==> src/core/srctl_pkg.sv <==
// Purpose: shared constants for the sampler run control block
// Assumes: 100 MHz clock, classic Wishbone register access
// Notes:   register offsets are byte addresses of aligned words
package srctl_pkg;

	// ----------------------------------------------------------------
	// timing
	// ----------------------------------------------------------------
	localparam int unsigned CLK_HZ           = 100_000_000;
	localparam int unsigned TICK_PERIOD_S    = 1;
	localparam int unsigned CYCLES_PER_TICK  = CLK_HZ * TICK_PERIOD_S;
	localparam int unsigned RUN_FAULT_TIME_S = 3;
	localparam int unsigned RUN_FAULT_TICKS  = RUN_FAULT_TIME_S
	                                           / TICK_PERIOD_S;
	localparam int unsigned TICK_CNT_W       = 32;
	localparam int unsigned SEC_CNT_W        = 4;

	// ----------------------------------------------------------------
	// register map
	// ----------------------------------------------------------------
	localparam int unsigned ADR_W       = 4;
	localparam logic [3:0]  CTRL_ADR    = 4'h0;
	localparam logic [3:0]  STATUS_ADR  = 4'h4;

	// control register, write-one pulse bits, read as zero
	localparam int unsigned CTRL_AUTO_BIT   = 0;
	localparam int unsigned CTRL_MANUAL_BIT = 1;
	localparam int unsigned CTRL_START_BIT  = 2;
	localparam int unsigned CTRL_STOP_BIT   = 3;

	// status register, read only
	localparam int unsigned STAT_MANUAL_BIT = 0;
	localparam int unsigned STAT_RUN_BIT    = 1;
	localparam int unsigned STAT_FAIL_BIT   = 2;
	localparam int unsigned STAT_FAULT_BIT  = 3;
	localparam int unsigned STAT_REMOTE_BIT = 4;
	localparam int unsigned STAT_ON_BIT     = 5;
	localparam int unsigned STAT_INITR_BIT  = 6;

	// ----------------------------------------------------------------
	// reset values
	// ----------------------------------------------------------------
	localparam logic MANUAL_RST = 1'b1;
	localparam logic RUN_RST    = 1'b0;

	typedef enum logic {
		SRCTL_AUTO,
		SRCTL_MANUAL
	} srctl_mode_t;

endpackage : srctl_pkg

==> src/core/srctl_sec_timer.sv <==
// Purpose: seconds tick divider with restart, counts whole seconds held
// Assumes: single clock, synchronous active-low reset
// Notes:   restart_i zeroes both the divider and the seconds count
`timescale 1ns/1ps
`default_nettype none
module srctl_sec_timer #(
	parameter int unsigned CYCLES_PER_TICK = srctl_pkg::CYCLES_PER_TICK
) (
	// clock and reset
	input  wire logic                          clk_i,
	input  wire logic                          resetn_i,
	// control
	input  wire logic                          restart_i,
	// count of whole seconds since restart, saturating
	output logic [srctl_pkg::SEC_CNT_W-1:0]    seconds_o
);

	localparam logic [srctl_pkg::TICK_CNT_W-1:0] TICK_LAST =
		srctl_pkg::TICK_CNT_W'(CYCLES_PER_TICK - 1);
	localparam logic [srctl_pkg::SEC_CNT_W-1:0] SEC_MAX = '1;

	logic [srctl_pkg::TICK_CNT_W-1:0] div_cnt;
	logic                             tick;

	// ----------------------------------------------------------------
	// seconds tick divider
	// ----------------------------------------------------------------
	assign tick = (div_cnt == TICK_LAST);

	// divider restarts with the held condition so a second is exact
	always_ff @(posedge clk_i) begin
		if (!resetn_i || restart_i || tick) begin
			div_cnt <= '0;
		end else begin
			div_cnt <= div_cnt + 1'b1;
		end
	end

	// seconds count, saturates so a long hold never wraps
	always_ff @(posedge clk_i) begin
		if (!resetn_i || restart_i) begin
			seconds_o <= '0;
		end else if (tick && seconds_o != SEC_MAX) begin
			seconds_o <= seconds_o + 1'b1;
		end
	end

endmodule : srctl_sec_timer
`default_nettype wire

==> src/core/srctl_top.sv <==
// Purpose: auto/manual run control with fail and run-fault alarms
// Assumes: field inputs synchronous to clk_i, classic Wishbone slave
// Notes:   the interlocked status output never asserts for alarms;
//          alarms clear by themselves, there is no alarm reset command;
//          after manual to auto the run command waits for initiate to
//          agree with it before tracking, so the switch is bumpless
//
// Implementation choices: the address map and the Wishbone interface to the registers.
`timescale 1ns/1ps
`default_nettype none

// What this block does
// - a write-one pulse on auto select puts the block in auto mode.
// - a write-one pulse on manual select puts it in manual mode, shown.
// - remote, run command and not-on held 3 s raise run fault, auto clear.
// - fail or run fault forces run off in both modes, not interlocked.
// - in auto with no alarm the run command follows initiate run.
// - switching modes keeps the present run command with no step.
module srctl_top #(
	parameter int unsigned CYCLES_PER_TICK = srctl_pkg::CYCLES_PER_TICK
) (
	// clock and reset
	input  wire logic                     clk_i,
	input  wire logic                     resetn_i,
	// wishbone slave
	input  wire logic                     wb_cyc_i,
	input  wire logic                     wb_stb_i,
	input  wire logic                     wb_we_i,
	input  wire logic [srctl_pkg::ADR_W-1:0] wb_adr_i,
	input  wire logic [3:0]               wb_sel_i,
	input  wire logic [31:0]              wb_dat_i,
	output logic [31:0]                   wb_dat_o,
	output logic                          wb_ack_o,
	// field sampler
	input  wire logic                     remote_controlled_i,
	input  wire logic                     equipment_fail_in_i,
	input  wire logic                     equipment_on_i,
	input  wire logic                     initiate_run_in_i,
	output logic                          run_command_out_o,
	// status
	output logic                          manual_mode_out_o,
	output logic                          fail_alarm_o,
	output logic                          run_fault_alarm_o,
	output logic                          interlocked_o
);

	// commands in the control word, bit 0 up to the stop bit
	localparam int unsigned CMD_BITS = srctl_pkg::CTRL_STOP_BIT + 1;
	// whole seconds the run fault cause must hold
	localparam logic [srctl_pkg::SEC_CNT_W-1:0] FAULT_SECS =
		srctl_pkg::SEC_CNT_W'(srctl_pkg::RUN_FAULT_TICKS);

	// operating mode, manual after reset
	srctl_pkg::srctl_mode_t mode;

	// bus decode and read data
	logic        wb_req;
	logic        ctrl_wr;
	logic [31:0] next_rdata;

	// operator commands; start/stop index 0 starts, 1 stops
	logic [CMD_BITS-1:0] ctrl_cmd;
	logic        auto_select_pulse;
	logic        manual_select_pulse;
	logic [1:0]  manual_start_stop_pulse;
	logic        auto_entry;

	// alarm path
	logic        fault_cond;
	logic        fault_restart;
	logic        fault_timed;
	logic [srctl_pkg::SEC_CNT_W-1:0] fault_secs;
	logic        interlock;

	// run path
	logic        synced;

	// ----------------------------------------------------------------
	// wishbone slave
	// ----------------------------------------------------------------
	assign wb_req  = wb_cyc_i && wb_stb_i && !wb_ack_o;
	assign ctrl_wr = wb_req && wb_we_i && wb_sel_i[0]
	                 && (wb_adr_i == srctl_pkg::CTRL_ADR);

	// operator commands are one-cycle pulses, nothing to clear;
	// each control word bit pulses only while a write is taken
	for (genvar g = 0; g < CMD_BITS; g++) begin : g_cmd
		assign ctrl_cmd[g] = ctrl_wr && wb_dat_i[g];
	end

	// named commands picked out of the pulse vector
	assign auto_select_pulse   =
		ctrl_cmd[srctl_pkg::CTRL_AUTO_BIT];
	assign manual_select_pulse =
		ctrl_cmd[srctl_pkg::CTRL_MANUAL_BIT];
	assign manual_start_stop_pulse[0] =
		ctrl_cmd[srctl_pkg::CTRL_START_BIT];
	assign manual_start_stop_pulse[1] =
		ctrl_cmd[srctl_pkg::CTRL_STOP_BIT];

	// read mux, control and unmapped addresses read zero
	always_comb begin
		next_rdata = '0;
		if (wb_adr_i == srctl_pkg::STATUS_ADR) begin
			next_rdata[srctl_pkg::STAT_MANUAL_BIT] = manual_mode_out_o;
			next_rdata[srctl_pkg::STAT_RUN_BIT]    = run_command_out_o;
			next_rdata[srctl_pkg::STAT_FAIL_BIT]   = fail_alarm_o;
			next_rdata[srctl_pkg::STAT_FAULT_BIT]  = run_fault_alarm_o;
			next_rdata[srctl_pkg::STAT_REMOTE_BIT] = remote_controlled_i;
			next_rdata[srctl_pkg::STAT_ON_BIT]     = equipment_on_i;
			next_rdata[srctl_pkg::STAT_INITR_BIT]  = initiate_run_in_i;
		end
	end

	// ack one cycle after the request, every address answers;
	// the ack itself blocks a second take of the same request
	always_ff @(posedge clk_i) begin
		if (!resetn_i) begin
			wb_ack_o <= 1'b0;
			wb_dat_o <= '0;
		end else begin
			wb_ack_o <= wb_req;
			if (wb_req && !wb_we_i) begin
				wb_dat_o <= next_rdata;
			end
		end
	end

	// ----------------------------------------------------------------
	// control mode
	// ----------------------------------------------------------------
	// manual wins if both selects arrive together, the safer choice
	always_ff @(posedge clk_i) begin
		if (!resetn_i) begin
			mode <= srctl_pkg::SRCTL_MANUAL;
		end else if (manual_select_pulse) begin
			mode <= srctl_pkg::SRCTL_MANUAL;
		end else if (auto_select_pulse) begin
			mode <= srctl_pkg::SRCTL_AUTO;
		end
	end

	assign manual_mode_out_o = (mode == srctl_pkg::SRCTL_MANUAL);

	// ----------------------------------------------------------------
	// alarms
	// ----------------------------------------------------------------
	// run fault cause: under remote control, commanded, yet not on
	assign fault_cond = remote_controlled_i && run_command_out_o
	                    && !equipment_on_i;

	// the timer restarts whenever the cause lapses, so only a
	// continuous hold counts toward the alarm
	assign fault_restart = !fault_cond;
	assign fault_timed   = (fault_secs >= FAULT_SECS);

	srctl_sec_timer #(
		.CYCLES_PER_TICK (CYCLES_PER_TICK)
	) u_fault_timer (
		.clk_i     (clk_i),
		.resetn_i  (resetn_i),
		.restart_i (fault_restart),
		.seconds_o (fault_secs)
	);

	// both alarms clear by themselves once their cause is gone
	always_ff @(posedge clk_i) begin
		if (!resetn_i) begin
			fail_alarm_o      <= 1'b0;
			run_fault_alarm_o <= 1'b0;
		end else begin
			fail_alarm_o      <= equipment_fail_in_i;
			run_fault_alarm_o <= fault_cond && fault_timed;
		end
	end

	// ----------------------------------------------------------------
	// interlock
	// ----------------------------------------------------------------
	// either alarm stops the run; it is not an interlock for status
	assign interlock     = fail_alarm_o || run_fault_alarm_o;
	assign interlocked_o = 1'b0;

	// ----------------------------------------------------------------
	// run command
	// ----------------------------------------------------------------
	// a manual to auto switch, manual select wins over auto select
	assign auto_entry = auto_select_pulse && !manual_select_pulse
	                    && (mode == srctl_pkg::SRCTL_MANUAL);

	// after a switch to auto, hold until initiate agrees with the run
	// command, so the mode change itself never steps the output
	always_ff @(posedge clk_i) begin
		if (!resetn_i) begin
			synced <= 1'b1;
		end else if (interlock) begin
			synced <= 1'b1;
		end else if (auto_entry) begin
			synced <= 1'b0;
		end else if (initiate_run_in_i == run_command_out_o) begin
			synced <= 1'b1;
		end
	end

	// run command, alarms first, then the manual or auto source
	always_ff @(posedge clk_i) begin
		if (!resetn_i) begin
			run_command_out_o <= srctl_pkg::RUN_RST;
		end else if (interlock) begin
			run_command_out_o <= 1'b0;
		end else if (mode == srctl_pkg::SRCTL_MANUAL) begin
			if (manual_start_stop_pulse[1]) begin
				run_command_out_o <= 1'b0;
			end else if (manual_start_stop_pulse[0]) begin
				run_command_out_o <= 1'b1;
			end
		end else if (synced) begin
			run_command_out_o <= initiate_run_in_i;
		end
	end

endmodule : srctl_top
`default_nettype wire

==> config.mk <==
export PLATFORM = sky130hd
export DESIGN_NAME = srctl_top
export DESIGN_NICKNAME = d
export VERILOG_FILES = /design/src/core/srctl_pkg.sv /design/src/core/srctl_sec_timer.sv /design/src/core/srctl_top.sv
export SDC_FILE = /design/constraint.sdc
export NUM_CORES = 1
export LEC_CHECK = 0
export ABC_AREA = 1
export BUFFER_PORTS_ARGS = -buffer_cell sky130_fd_sc_hd__buf_4
export CORE_UTILIZATION = 25
export DETAILED_ROUTE_END_ITERATION = 8
export HOLD_SLACK_MARGIN = 0.02
export PLACE_DENSITY_LB_ADDON = 0.3
export SETUP_SLACK_MARGIN = 0.15
export SYNTH_ARGS = -nofsm -noshare
export SYNTH_HDL_FRONTEND = slang
export SYNTH_SLANG_ARGS = --single-unit
==> constraint.sdc <==
create_clock -name clk_i -period 1.8 [get_ports clk_i]
set_clock_uncertainty 0.15 [all_clocks]
set_input_delay 0.36 -clock clk_i [delete_from_list [all_inputs] [get_ports clk_i]]
set_output_delay 0.36 -clock clk_i [all_outputs]
set_load 0.05 [all_outputs]
Word-level counts from Yosys, hierarchy flattened
Cells that the tools add are included.
- bits of input ports: 49
- register bits: 49
- equality and inequality tests: 5
- reductions and logical operators: 31
- add/subtract/negate cells: 2
- magnitude comparators: 1
- muxes and demuxes: 7
- bitwise logic cells: 1
- operators by type and width (kind ; number):
    $add 32x1->32 const B ; 1
    $eq 32x27->1 const B ; 1
    $logic_and 1x1->1 ; 16
    $mux 7 ; 1
    $logic_not 1->1 ; 6
    $mux 1 ; 6
    $add 4x1->4 const B ; 1
    $eq 4x3->1 const B ; 1
    $ge 4x2->1 const B ; 1
    $logic_not 4->1 ; 1
    $ne 4x4->1 const B ; 1
    $reduce_bool 2->1 ; 2
    $reduce_or 2->1 ; 2
    $logic_or 1x1->1 ; 3
    $ne 3x1->1 const B ; 1
    $reduce_and 2->1 ; 1
    $eq 1x1->1 ; 1
    $not 1->1 ; 1

Longest topological paths before layout
Gate-level depths: netlist of the first run.
- depth in word-level cells: 10
- depth in mapped cells: 10
- depth with buffers taken out: 9

Modules after synthesis
A second synthesis of the first run with hierarchy kept.
- cells, all modules: 433
- area total of the unflattened synthesis: 2930.3 um2
- by module, submodules not included (module ; area an instance (um2) ; sequential area each (um2) ; cells an instance ; times used):
    srctl_sec_timer ; 2167.1 ; 720.7 ; 333 ; 1
    srctl_top ; 763.2 ; 260.2 ; 100 ; 1

Worst setup path after synthesis of the first run
Ideal clock, no wire load.
- path type: register -> register
- from: register run_command_out_o
- to: register u_fault_timer.div_cnt[27] (netlist bit)
- arrival: 1.598 ns
- period minus slack after synthesis: 1.814 ns
- path slack: -0.014 ns
- required time: 1.584 ns
- stages on the path, launching flop included: 6
- cells stage by stage: dfxtp_1 > nand4_1 > or2_1 > buf_6 > buf_8 > a21oi_2
- word-level cells in the longest chain between the ends: 5
- ends and longest elaborated chain (what ; line ; text):
    start: declaration ; srctl_top.sv:39 ; output logic run_command_out_o,
    start signal: assignment ; srctl_top.sv:208 ; run_command_out_o <= srctl_pkg::RUN_RST;
    start signal: assignment ; srctl_top.sv:218 ; run_command_out_o <= initiate_run_in_i;
    $logic_and 1x1->1 ; srctl_top.sv:149 ; assign fault_cond = remote_controlled_i && run_command_out_o
    $logic_and 1x1->1 ; srctl_top.sv:150 ; && !equipment_on_i;
    $logic_not 1->1 ; srctl_top.sv:154 ; assign fault_restart = !fault_cond;
    $logic_or 1x1->1 (2 in a row) ; srctl_sec_timer.sv:32 ; if (!resetn_i || restart_i || tick) begin
    end signal: assignment ; srctl_sec_timer.sv:35 ; div_cnt <= div_cnt + 1'b1;
    end: declaration ; srctl_sec_timer.sv:22 ; logic [srctl_pkg::TICK_CNT_W-1:0] div_cnt;
Every way passes these cells.
A chain may end at the register's enable or synchronous reset.

Worst setup path after layout of the first run
- from: register u_fault_timer.div_cnt[0] (netlist bit)
- to: register u_fault_timer.div_cnt[10] (netlist bit)
- word-level cells in the longest chain between the ends: 2
- elaborated cells between the ends (all ways): 3
- ends and longest elaborated chain (what):
    parallel branches: the longest is 2 deep, another holds $add 32x1->32
Several ways; the timed one is not identified.

==> results of run 1 <==
how the worst min path moves through the flow:
stage / start / endpoint / slack [ns] / cells after the start
after detailed placement: u_fault_timer.div_cnt[0]$_SDFF_PP0_ / u_fault_timer.div_cnt[0]$_SDFF_PP0_ / 0.31 / 1
after global placement: u_fault_timer.div_cnt[0]$_SDFF_PP0_ / u_fault_timer.div_cnt[0]$_SDFF_PP0_ / 0.30 / 1
after floorplan: resetn_i / manual_mode_out_o$_SDFFE_PP1P_ / 0.29 / 1
after global routing: equipment_fail_in_i / fail_alarm_o$_SDFF_PN0_ / 0.11 / 3
after CTS: equipment_fail_in_i / fail_alarm_o$_SDFF_PN0_ / 0.10 / 3
final: equipment_fail_in_i / fail_alarm_o$_SDFF_PN0_ / 0.11 / 3
cell families (layout without fill, tap and decap cells):
kind of cell               count (synthesis)  count (layout)
and+or+nand+nor                          239             239
buffers and inverters                     76             103
DFF                                       49              49
AOI/OAI and AO/OA                         34              34
xor gates and xnor gates                  11              11
adders and majority gates                  2               2
other                                      1              26
area by class of cell:
type,count,area [µm²]
clock buffers,5,125
clock inverters,3,17.5
fillers,1176,7340
inverters,45,169
multi-input cells,312,1680
flip-flops and latches,49,997
well taps,140,175
repair buffers,50,435
per-stage QoR:
stage / setup slack, ns / hold slack, ns / power, µW / utilization (%) / instances
6_report: 0.177 / 0.112 / 2200 / 32.9 / 604
5_1_grt: 0.0934 / 0.106 / 2290 / 32.9 / 604
4_1_cts: 0.145 / 0.101 / 2230 / 30.8 / 599
3_5_place_dp: 0.0737 / 0.312 / 1290 / 29.5 / 591
3_3_place_gp: 0.0981 / 0.305 / 1290 / 29.5 / 591
2_1_floorplan: 0.153 / 0.289 / 1300 / - / 437
power by group:
| part | total (µW) | switching [µW] | internal (µW) |
|---|---|---|---|
| registers | 1090 | 1.84 | 1080 |
| logic | 181 | 149 | 31.6 |
| clock network | 933 | 422 | 511 |
| total | 2200 | 573 | 1630 |
placed cells by master (no fill, tap or decap), types with 11 or more instances in the layout:
master,n
nor2_1,48
dfxtp_1,38
nand2_1,102
conb_1,26
nor2_2,15
buf_4,46
inv_1,42
nand3_1,24
nor2_4,11
a21oi_2,17
state kept, by name, indices dropped and copies added (netlist names):
| signal | cells |
|---|---|
| run_fault_alarm_o | 1 |
| u_fault_timer.div_cnt | 32 |
| fail_alarm_o | 1 |
| wb_ack_o | 1 |
| wb_dat_o | 7 |
| u_fault_timer.seconds_o | 4 |
| synced | 1 |
| run_command_out_o | 1 |
| manual_mode_out_o | 1 |
worst max-delay path, cell delays in order (launching register included):
cell       delay (ns)
dfxtp_4          0.35
ha_4             0.16
nand3_4          0.13
nor2_4           0.06
nand2_2          0.08
nor2_4           0.04
or2_4            0.30
clkbuf_16        0.18
a21oi_2          0.09
per-layer routing:
metal	up-vias	wire length, µm
met5	-	0
met4	0	116
met3	10	217
met2	47	3080
met1	1139	3250
li1	1353	-
repair_timing:
item | in CTS | in global routing
setup endpoints to repair | 32 | 42
setup buffers | 0 | 3
gates cloned | 0 | 2
pin swaps | 0 | 12
gates resized for setup | 3 | 50
hold endpoints to repair | 0 | 0
==> results.sh, run 1 <==
export IMPL_synth_fa_ha_area_share_pct=0.885
export IMPL_drc_errors=0
export IMPL_hold_violations=0
export IMPL_required_ns=1.87
export IMPL_syn2layout_area_growth_pct=27.2
export IMPL_crit_path_max_fanout=7
export IMPL_use_met1_pct=15.2
export IMPL_rsz0062_at_grt="true"
export IMPL_max_freq_mhz=616
export IMPL_grt_util_met3_pct=2.23
export IMPL_wl_um=6670
export IMPL_synth_xor_area_share_pct=3.41
export IMPL_worstRegToRegCells=8
export IMPL_cts_buffers=5
export IMPL_detail_route_antenna_nets=0
export IMPL_drive_above_1_share_pct=28.4
export IMPL_synthTopCellsByArea="dfxtp_1 35%, nand2_1 14%, nor2_1 8.8%"
export IMPL_synth_async_sr_flop_share_pct=0
export IMPL_antenna_found_initial=0
export IMPL_maxSlewViolCount=0
export IMPL_std_cell_rows=38
export IMPL_regToRegSetupSlack_ns=0.18
export IMPL_yosysWarnings=0
export IMPL_coreArea_um2=10900
export IMPL_worst_setup_path_start_kind="register"
export IMPL_cp_arrival_ns=1.70
export IMPL_grt_overflow_total=0
export IMPL_dieHeight_um=108
export IMPL_start_util_pct=25.9
export IMPL_yosys_area_share_simple_pct=37.0
export IMPL_synth_top_area_share_pct=34.7
export IMPL_reg2reg_from="u_fault_timer.div_cnt[0]$_SDFF_PP0_"
export IMPL_dieArea_um2=11700
export IMPL_status="finished, final reports clean"
export IMPL_cts_path_max_buffers=2
export IMPL_via_count=2549
export IMPL_syn_area_um2=2830
export IMPL_io_buffers=29
export IMPL_clock_sinks=49
export IMPL_drt_iter0_drc=138
export IMPL_grt_usage_pct=11.4
export IMPL_critPathKind="reg2reg"
export IMPL_power_density_cell_area_nw_per_um2=611
export IMPL_top_level_ports=87
export IMPL_antenna_cells=0
export IMPL_tns_ns=0
export IMPL_gp_congestion=0.866
export IMPL_endpoint_kind="register"
export IMPL_maxCapViolCount=0
export IMPL_synth_flop_cell="dfxtp_1"
export IMPL_timing_final_crit_share_pct=90.2
export IMPL_ys_seq_area_share_pct=34.7
export IMPL_first_pass_iters=4
export IMPL_clk_pin_slew_ns=0.07
export IMPL_viasPerCell=4.22
export IMPL_cts_hold_buf=0
export IMPL_cts_root_buf="clkbuf_16"
export IMPL_insertion_delay_ns=0.29
export IMPL_wire_per_inst_um=11.0
export IMPL_synth_top_family_by_area="simple AND/OR/NAND/NOR gates"
export IMPL_cts_tree="yes"
export IMPL_setup_viol=0
export IMPL_hp_class="in2reg"
export IMPL_place_area_um2=3220
export IMPL_leakagePower_uw=0.00127
export IMPL_synth_avg_cell_area_um2=6.86
export IMPL_r2r_end="u_fault_timer.div_cnt[10]$_SDFF_PP0_"
export IMPL_synth_edf_count=0
export IMPL_synth_area_mux_share_pct=0
export IMPL_endpoint="u_fault_timer.div_cnt[10]$_SDFF_PP0_"
export IMPL_synth_top_cell_by_area="dfxtp_1"
export IMPL_ys_ff_latch=49
export IMPL_grt_max_degree=18
export IMPL_crit_path_start="u_fault_timer.div_cnt[0]$_SDFF_PP0_"
export IMPL_vdd_drop_max_v=0.000299
export IMPL_syn_inst=412
export IMPL_use_met2_pct=18.3
export IMPL_fin_area_um2=3600
export IMPL_busiest_layer="met2"
export IMPL_htreeDepth=2
export IMPL_grt_pass1_wl_um=10600
export IMPL_grt_pass1_vias=2301
export IMPL_synth_most_common_cell="nand2_1"
export IMPL_yosysUniqueCellTypes=27
export IMPL_synth_compound_area_share_pct=8.94
export IMPL_detailed_place_hpwl_um=5060
export IMPL_synthTopCellsByCount="106 x nand2_1, 66 x nor2_1, 49 x dfxtp_1, 45 x inv_1, 26 x buf_4"
export IMPL_period_minus_slack_ns=1.62
export IMPL_dieWidth_um=108
export IMPL_layout_nets=514
(Power assumes the default switching activity.)
==> inputs of run 2 (changes only) <==
--- a/config.mk
+++ b/config.mk
@@ -7,7 +7,7 @@
 export LEC_CHECK = 0
 export ABC_AREA = 1
 export BUFFER_PORTS_ARGS = -buffer_cell sky130_fd_sc_hd__buf_4
-export CORE_UTILIZATION = 25
+export CORE_UTILIZATION = 40
 export DETAILED_ROUTE_END_ITERATION = 8
 export HOLD_SLACK_MARGIN = 0.02
 export PLACE_DENSITY_LB_ADDON = 0.3
==> run 2 against run 1 <==
Global-route usage rose by 6.3 points. Clock power fell by 31%. Cell count decreased by 7.3%. Die area fell by 37%. Maximum frequency shrank 2.1%. Via count rose by 3.6%. Total power shrank 13%. Worst hold slack lost 0.027 ns. Flip-flop and latch count did not move. Sequential share of layout area rose by 1.3 points. Largest power group unchanged.
==> results.sh, run 2 (synthesized netlist as in run 1, its figures left out) <==
export IMPL_required_ns=1.85
export IMPL_dieWidth_um=86.1
export IMPL_drt_iter0_drc=126
export IMPL_leakagePower_uw=0.00122
export IMPL_timing_final_crit_share_pct=92.1
export IMPL_drc_errors=0
export IMPL_hp_class="in2reg"
export IMPL_setup_viol=0
export IMPL_clock_sinks=49
export IMPL_max_freq_mhz=603
export IMPL_antenna_found_initial=0
export IMPL_reg_top3="u_fault_timer.div_cnt: 32 flops, wb_dat_o: 7 flops, u_fault_timer.seconds_o: 4 flops"
export IMPL_dieArea_um2=7410
export IMPL_antenna_cells=0
export IMPL_largest_register_ffs=32
export IMPL_top_level_ports=87
export IMPL_grt_pass1_vias=2329
export IMPL_grt_pass1_wl_um=10400
export IMPL_cts_root_buf="clkbuf_8"
export IMPL_cts_path_max_buffers=2
export IMPL_maxSlewViolCount=0
export IMPL_final_cell_mix="103 x nand2_1, 56 x nor2_1, 46 x buf_4"
export IMPL_htreeDepth=2
export IMPL_cts_buffers=5
export IMPL_clk_pin_slew_ns=0.09
export IMPL_cts_hold_buf=0
export IMPL_wl_um=6550
export IMPL_cts_tree="yes"
export IMPL_via_count=2642
export IMPL_hold_violations=0
export IMPL_viasPerCell=4.72
export IMPL_endpoint_kind="register"
export IMPL_start_util_pct=41.6
export IMPL_status="finished, final reports clean"
export IMPL_std_cell_rows=30
export IMPL_fin_area_um2=3420
export IMPL_critPathKind="reg2reg"
export IMPL_top_register="u_fault_timer.div_cnt"
export IMPL_grt_overflow_total=0
export IMPL_tns_ns=0
export IMPL_dieHeight_um=86.1
export IMPL_insertion_delay_ns=0.30
export IMPL_final_common_cell="nand2_1"
export IMPL_power_density_cell_area_nw_per_um2=559
export IMPL_cp_arrival_ns=1.71
export IMPL_vdd_drop_max_v=0.000297
export IMPL_drive_above_1_share_pct=24.4
export IMPL_place_area_um2=3130
export IMPL_coreArea_um2=6790
export IMPL_worst_setup_path_start_kind="register"
export IMPL_rsz0062_at_grt="true"
export IMPL_maxCapViolCount=0
export IMPL_syn2layout_area_growth_pct=20.9
export IMPL_grt_max_degree=17
export IMPL_gp_congestion=0.870
export IMPL_period_minus_slack_ns=1.66
export IMPL_final_util_pct=50.3
export IMPL_nFillCells=681
export IMPL_detailed_place_hpwl_um=4830
export IMPL_io_buffers=29
export IMPL_grt_usage_pct=17.7
export IMPL_wire_per_inst_um=11.7
export IMPL_first_pass_iters=4
export IMPL_detail_route_antenna_nets=0
export IMPL_layout_nets=514
export IMPL_crit_path_max_fanout=8
run 2: report_power, final:
group	switching [µW]	internal [µW]	total [µW]
Combinational	149	31.7	181
Clock	367	276	643
Sequential	1.76	1080	1090
run 2: routing by layer:
metal | wire [µm] | GRT usage (%) | share of wire, % | vias to the layer above
li1 | - | - | - | 1350
met1 | 3130 | 23.2 | 48 | 1218
met2 | 3090 | 29.8 | 47 | 69
met3 | 269 | 3.66 | 4.1 | 5
met4 | 52 | 4.39 | 0.79 | 0
met5 | 0 | 0 | 0 | -
run 2: worst max-delay path, cell delays in order, from the launching register on:
cell       delay, ns
dfxtp_2         0.37
ha_4            0.15
nand3_4         0.12
nor2_4          0.16
nand2_2         0.08
nor2_4          0.09
or2_4           0.21
clkbuf_16       0.19
nor2_1          0.05
run 2: stage by stage:
| step | hold WS, ns | total power, µW | setup slack [ns] | instances |
|---|---|---|---|---|
| global route | 0.0740 | 1990 | 0.0699 | 560 |
| finish | 0.0848 | 1910 | 0.142 | 560 |
| floorplan | 0.289 | 1300 | 0.153 | 437 |
| detailed placement | 0.319 | 1290 | 0.0460 | 544 |
| global placement | 0.307 | 1290 | 0.0901 | 544 |
| CTS | 0.0809 | 1930 | 0.143 | 554 |
run 2: path summary, 6_finish.rpt:
kind | from | to | slack [ns] | depth (start not counted)
worst min register to register | wb_dat_o[1]$_SDFFE_PN0P_ | wb_dat_o[1]$_SDFFE_PN0P_ | 0.33 | 2
worst max-delay path | u_fault_timer.div_cnt[1]$_SDFF_PP0_ | u_fault_timer.div_cnt[14]$_SDFF_PP0_ | 0.14 | 8
worst max register to register | u_fault_timer.div_cnt[1]$_SDFF_PP0_ | u_fault_timer.div_cnt[14]$_SDFF_PP0_ | 0.14 | 8
worst min-delay path | equipment_fail_in_i | fail_alarm_o$_SDFF_PN0_ | 0.08 | 3
run 2: what timing repair did:
item / CTS / global route
hold endpoints to repair: 0 / 0
setup buffers: 1 / 4
setup endpoints to repair: 32 / 35
pin swaps: 0 / 7
gates cloned: 1 / 2
resized for setup: 7 / 24
run 2: final cells by class:
class | instances | area [µm²] | area share, %
clock buffer | 7 | 76.3 | 2.23
clock inverter | 1 | 7.51 | 0.220
inverter | 45 | 169 | 4.94
multi-input combinational | 312 | 1610 | 47.1
sequential | 49 | 992 | 29.0
tap | 96 | 120 | 3.51
timing repair buffer | 50 | 443 | 13.0
==> inputs of run 3 (changes only) <==
==> constraint.sdc (replaced) <==
create_clock -name clk_i -period 1.9 [get_ports clk_i]
set_clock_uncertainty 0.15 [all_clocks]
set_input_delay 0.38 -clock clk_i [delete_from_list [all_inputs] [get_ports clk_i]]
set_output_delay 0.38 -clock clk_i [all_outputs]
set_load 0.05 [all_outputs]
==> run 3 against run 2 <==
Die area unchanged. Critical path depth stayed put. Wire length shrank 2.7%.
==> results.sh, run 3 (synthesized netlist as in run 1, its figures left out) <==
export IMPL_status="finished, final reports clean"
export IMPL_reg_top3="u_fault_timer.div_cnt: 32 flops, wb_dat_o: 7 flops, u_fault_timer.seconds_o: 4 flops"
export IMPL_vdd_drop_max_v=0.000370
export IMPL_hp_class="in2reg"
export IMPL_gp_congestion=0.878
export IMPL_syn2layout_area_growth_pct=18.0
export IMPL_worstRegToRegCells=8
export IMPL_grt_pass1_wl_um=9790
export IMPL_rsz0062_at_grt="false"
export IMPL_endpoint_kind="register"
export IMPL_leakagePower_uw=0.00120
export IMPL_cts_tree="yes"
export IMPL_grt_usage_pct=16.6
export IMPL_timing_final_crit_share_pct=89.6
export IMPL_grt_overflow_total=0
export IMPL_htreeDepth=2
export IMPL_setup_viol=0
export IMPL_largest_register_ffs=32
export IMPL_reg2reg_from="u_fault_timer.div_cnt[1]$_SDFF_PP0_"
export IMPL_p_seq_share_pct=55.6
export IMPL_wire_per_inst_um=11.5
export IMPL_final_common_cell="nand2_1"
export IMPL_crit_path_max_fanout=8
export IMPL_dp_slack_ns=0.116
export IMPL_period_minus_slack_ns=1.70
export IMPL_drive_above_1_share_pct=21.0
export IMPL_viasPerCell=4.66
export IMPL_fin_area_um2=3340
export IMPL_tns_ns=0
export IMPL_coreArea_um2=6790
export IMPL_p_comb_share_pct=9.3
export IMPL_io_buffers=29
export IMPL_final_cell_mix="105 x nand2_1, 64 x nor2_1, 45 x inv_1"
export IMPL_dieWidth_um=86.1
export IMPL_sw_frac_of_total_pct=26.8
export IMPL_wl_met2_um=2920
export IMPL_place_area_um2=3100
export IMPL_dieHeight_um=86.1
export IMPL_wl_um=6370
export IMPL_top_register="u_fault_timer.div_cnt"
export IMPL_max_freq_mhz=587
export IMPL_wl_met3_um=361
export IMPL_worst_setup_path_start_kind="register"
export IMPL_hold_violations=0
export IMPL_met1_length_um=3040
export IMPL_min_path_cells=3
export IMPL_detail_route_antenna_nets=0
export IMPL_maxCapViolCount=0
export IMPL_antenna_cells=0
export IMPL_cts_root_buf="clkbuf_8"
export IMPL_cts_hold_buf=0
export IMPL_power_density_cell_area_nw_per_um2=555
export IMPL_grt_max_degree=17
export IMPL_std_cell_rows=30
export IMPL_grt_pass1_vias=2196
export IMPL_cp_arrival_ns=1.75
export IMPL_regToRegSetupSlack_ns=0.20
export IMPL_maxSlewViolCount=0
export IMPL_first_pass_iters=4
export IMPL_clock_sinks=49
export IMPL_drc_errors=0
export IMPL_layout_nets=508
export IMPL_fin_hold_ws_ns=0.116
export IMPL_r2r_end="u_fault_timer.div_cnt[28]$_SDFF_PP0_"
export IMPL_power_internal_uw=1360
export IMPL_cts_path_max_buffers=2
export IMPL_antenna_found_initial=0
export IMPL_critPathKind="reg2reg"
export IMPL_insertion_delay_ns=0.30
export IMPL_hold_path_end="fail_alarm_o$_SDFF_PN0_"
export IMPL_top_layer_used="met4"
export IMPL_required_ns=1.95
export IMPL_top_level_ports=87
export IMPL_clkPwrFrac_pct=35.1
export IMPL_clk_pin_slew_ns=0.09
export IMPL_min_from="equipment_fail_in_i"
export IMPL_p_switching_uw=497
export IMPL_start_util_pct=41.6
export IMPL_cts_buffers=5
export IMPL_drt_iter0_drc=179
export IMPL_setup_slack_ns=0.197
export IMPL_detailed_place_hpwl_um=4610
export IMPL_dieArea_um2=7410
export IMPL_via_count=2580
[run 3: cell count changes in the layout (fill, tap and decap cells not counted), sizes merged]
cell,previous run,this run
buf,48,42
clkinvlp,1,0
clkinv,0,2
clkbuf,9,8
[run 3: routing by layer]
layer | vias to the layer above | GRT usage [%]
met5 | - | 0
met4 | 0 | 3.64
met3 | 7 | 2.89
met2 | 71 | 27.4
met1 | 1160 | 22.5
li1 | 1342 | -
[run 3: how the worst max path moves through the flow]
stage / from / endpoint / depth (start not counted)
floorplan: wb_ack_o$_SDFF_PN0_ / wb_dat_o[0]$_SDFFE_PN0P_ / 7
global placement: u_fault_timer.div_cnt[0]$_SDFF_PP0_ / u_fault_timer.div_cnt[16]$_SDFF_PP0_ / 8
detailed placement: u_fault_timer.div_cnt[0]$_SDFF_PP0_ / u_fault_timer.div_cnt[20]$_SDFF_PP0_ / 8
CTS: u_fault_timer.div_cnt[9]$_SDFF_PP0_ / u_fault_timer.div_cnt[20]$_SDFF_PP0_ / 8
global route: u_fault_timer.div_cnt[1]$_SDFF_PP0_ / u_fault_timer.div_cnt[5]$_SDFF_PP0_ / 8
finish: u_fault_timer.div_cnt[1]$_SDFF_PP0_ / u_fault_timer.div_cnt[28]$_SDFF_PP0_ / 8
[run 3: through the flow]
stage                     instances  power (µW)  utilization, %
after floorplan                 437        1230               -
after global placement          542        1220            45.7
after detailed placement        542        1230            45.7
after CTS                       551        1870            47.6
after global routing            554        1920            49.1
final                           554        1850            49.1
[run 3: critical path: stages, from the launching register on]
cell and delay (ns):
dfxtp_1 0.38, ha_4 0.17, nand3_4 0.12, nor2_4 0.14, nand2_2 0.09, nor2_4 0.11
or2_4 0.21, clkbuf_16 0.20, a21oi_2 0.03
[run 3: repair_timing]
action,in CTS,in global routing
resized for setup,4,14
setup endpoints to repair,32,32
buffers inserted,0,1
gates cloned,1,2
pin swaps,0,3
[run 3: area by class of cell]
| type | instances | area, µm² |
|---|---|---|
| fill | 665 | 3460 |
| multi-input combinational | 312 | 1560 |
| sequential | 49 | 991 |
| timing repair buffer | 44 | 398 |
| inverter | 45 | 169 |
| tap | 96 | 120 |
| clock buffer | 6 | 82.6 |
| clock inverter | 2 | 13.8 |
[run 3: power groups by stage]
| stage | Sequential, µW | Clock, µW | Combinational (µW) |
|---|---|---|---|
| global placement | 1050 | 0 | 170 |
| detailed placement | 1050 | 0 | 171 |
| global route | 1030 | 706 | 181 |
| CTS | 1030 | 671 | 171 |
| finish | 1030 | 651 | 172 |
| floorplan | 1060 | 0 | 166 |
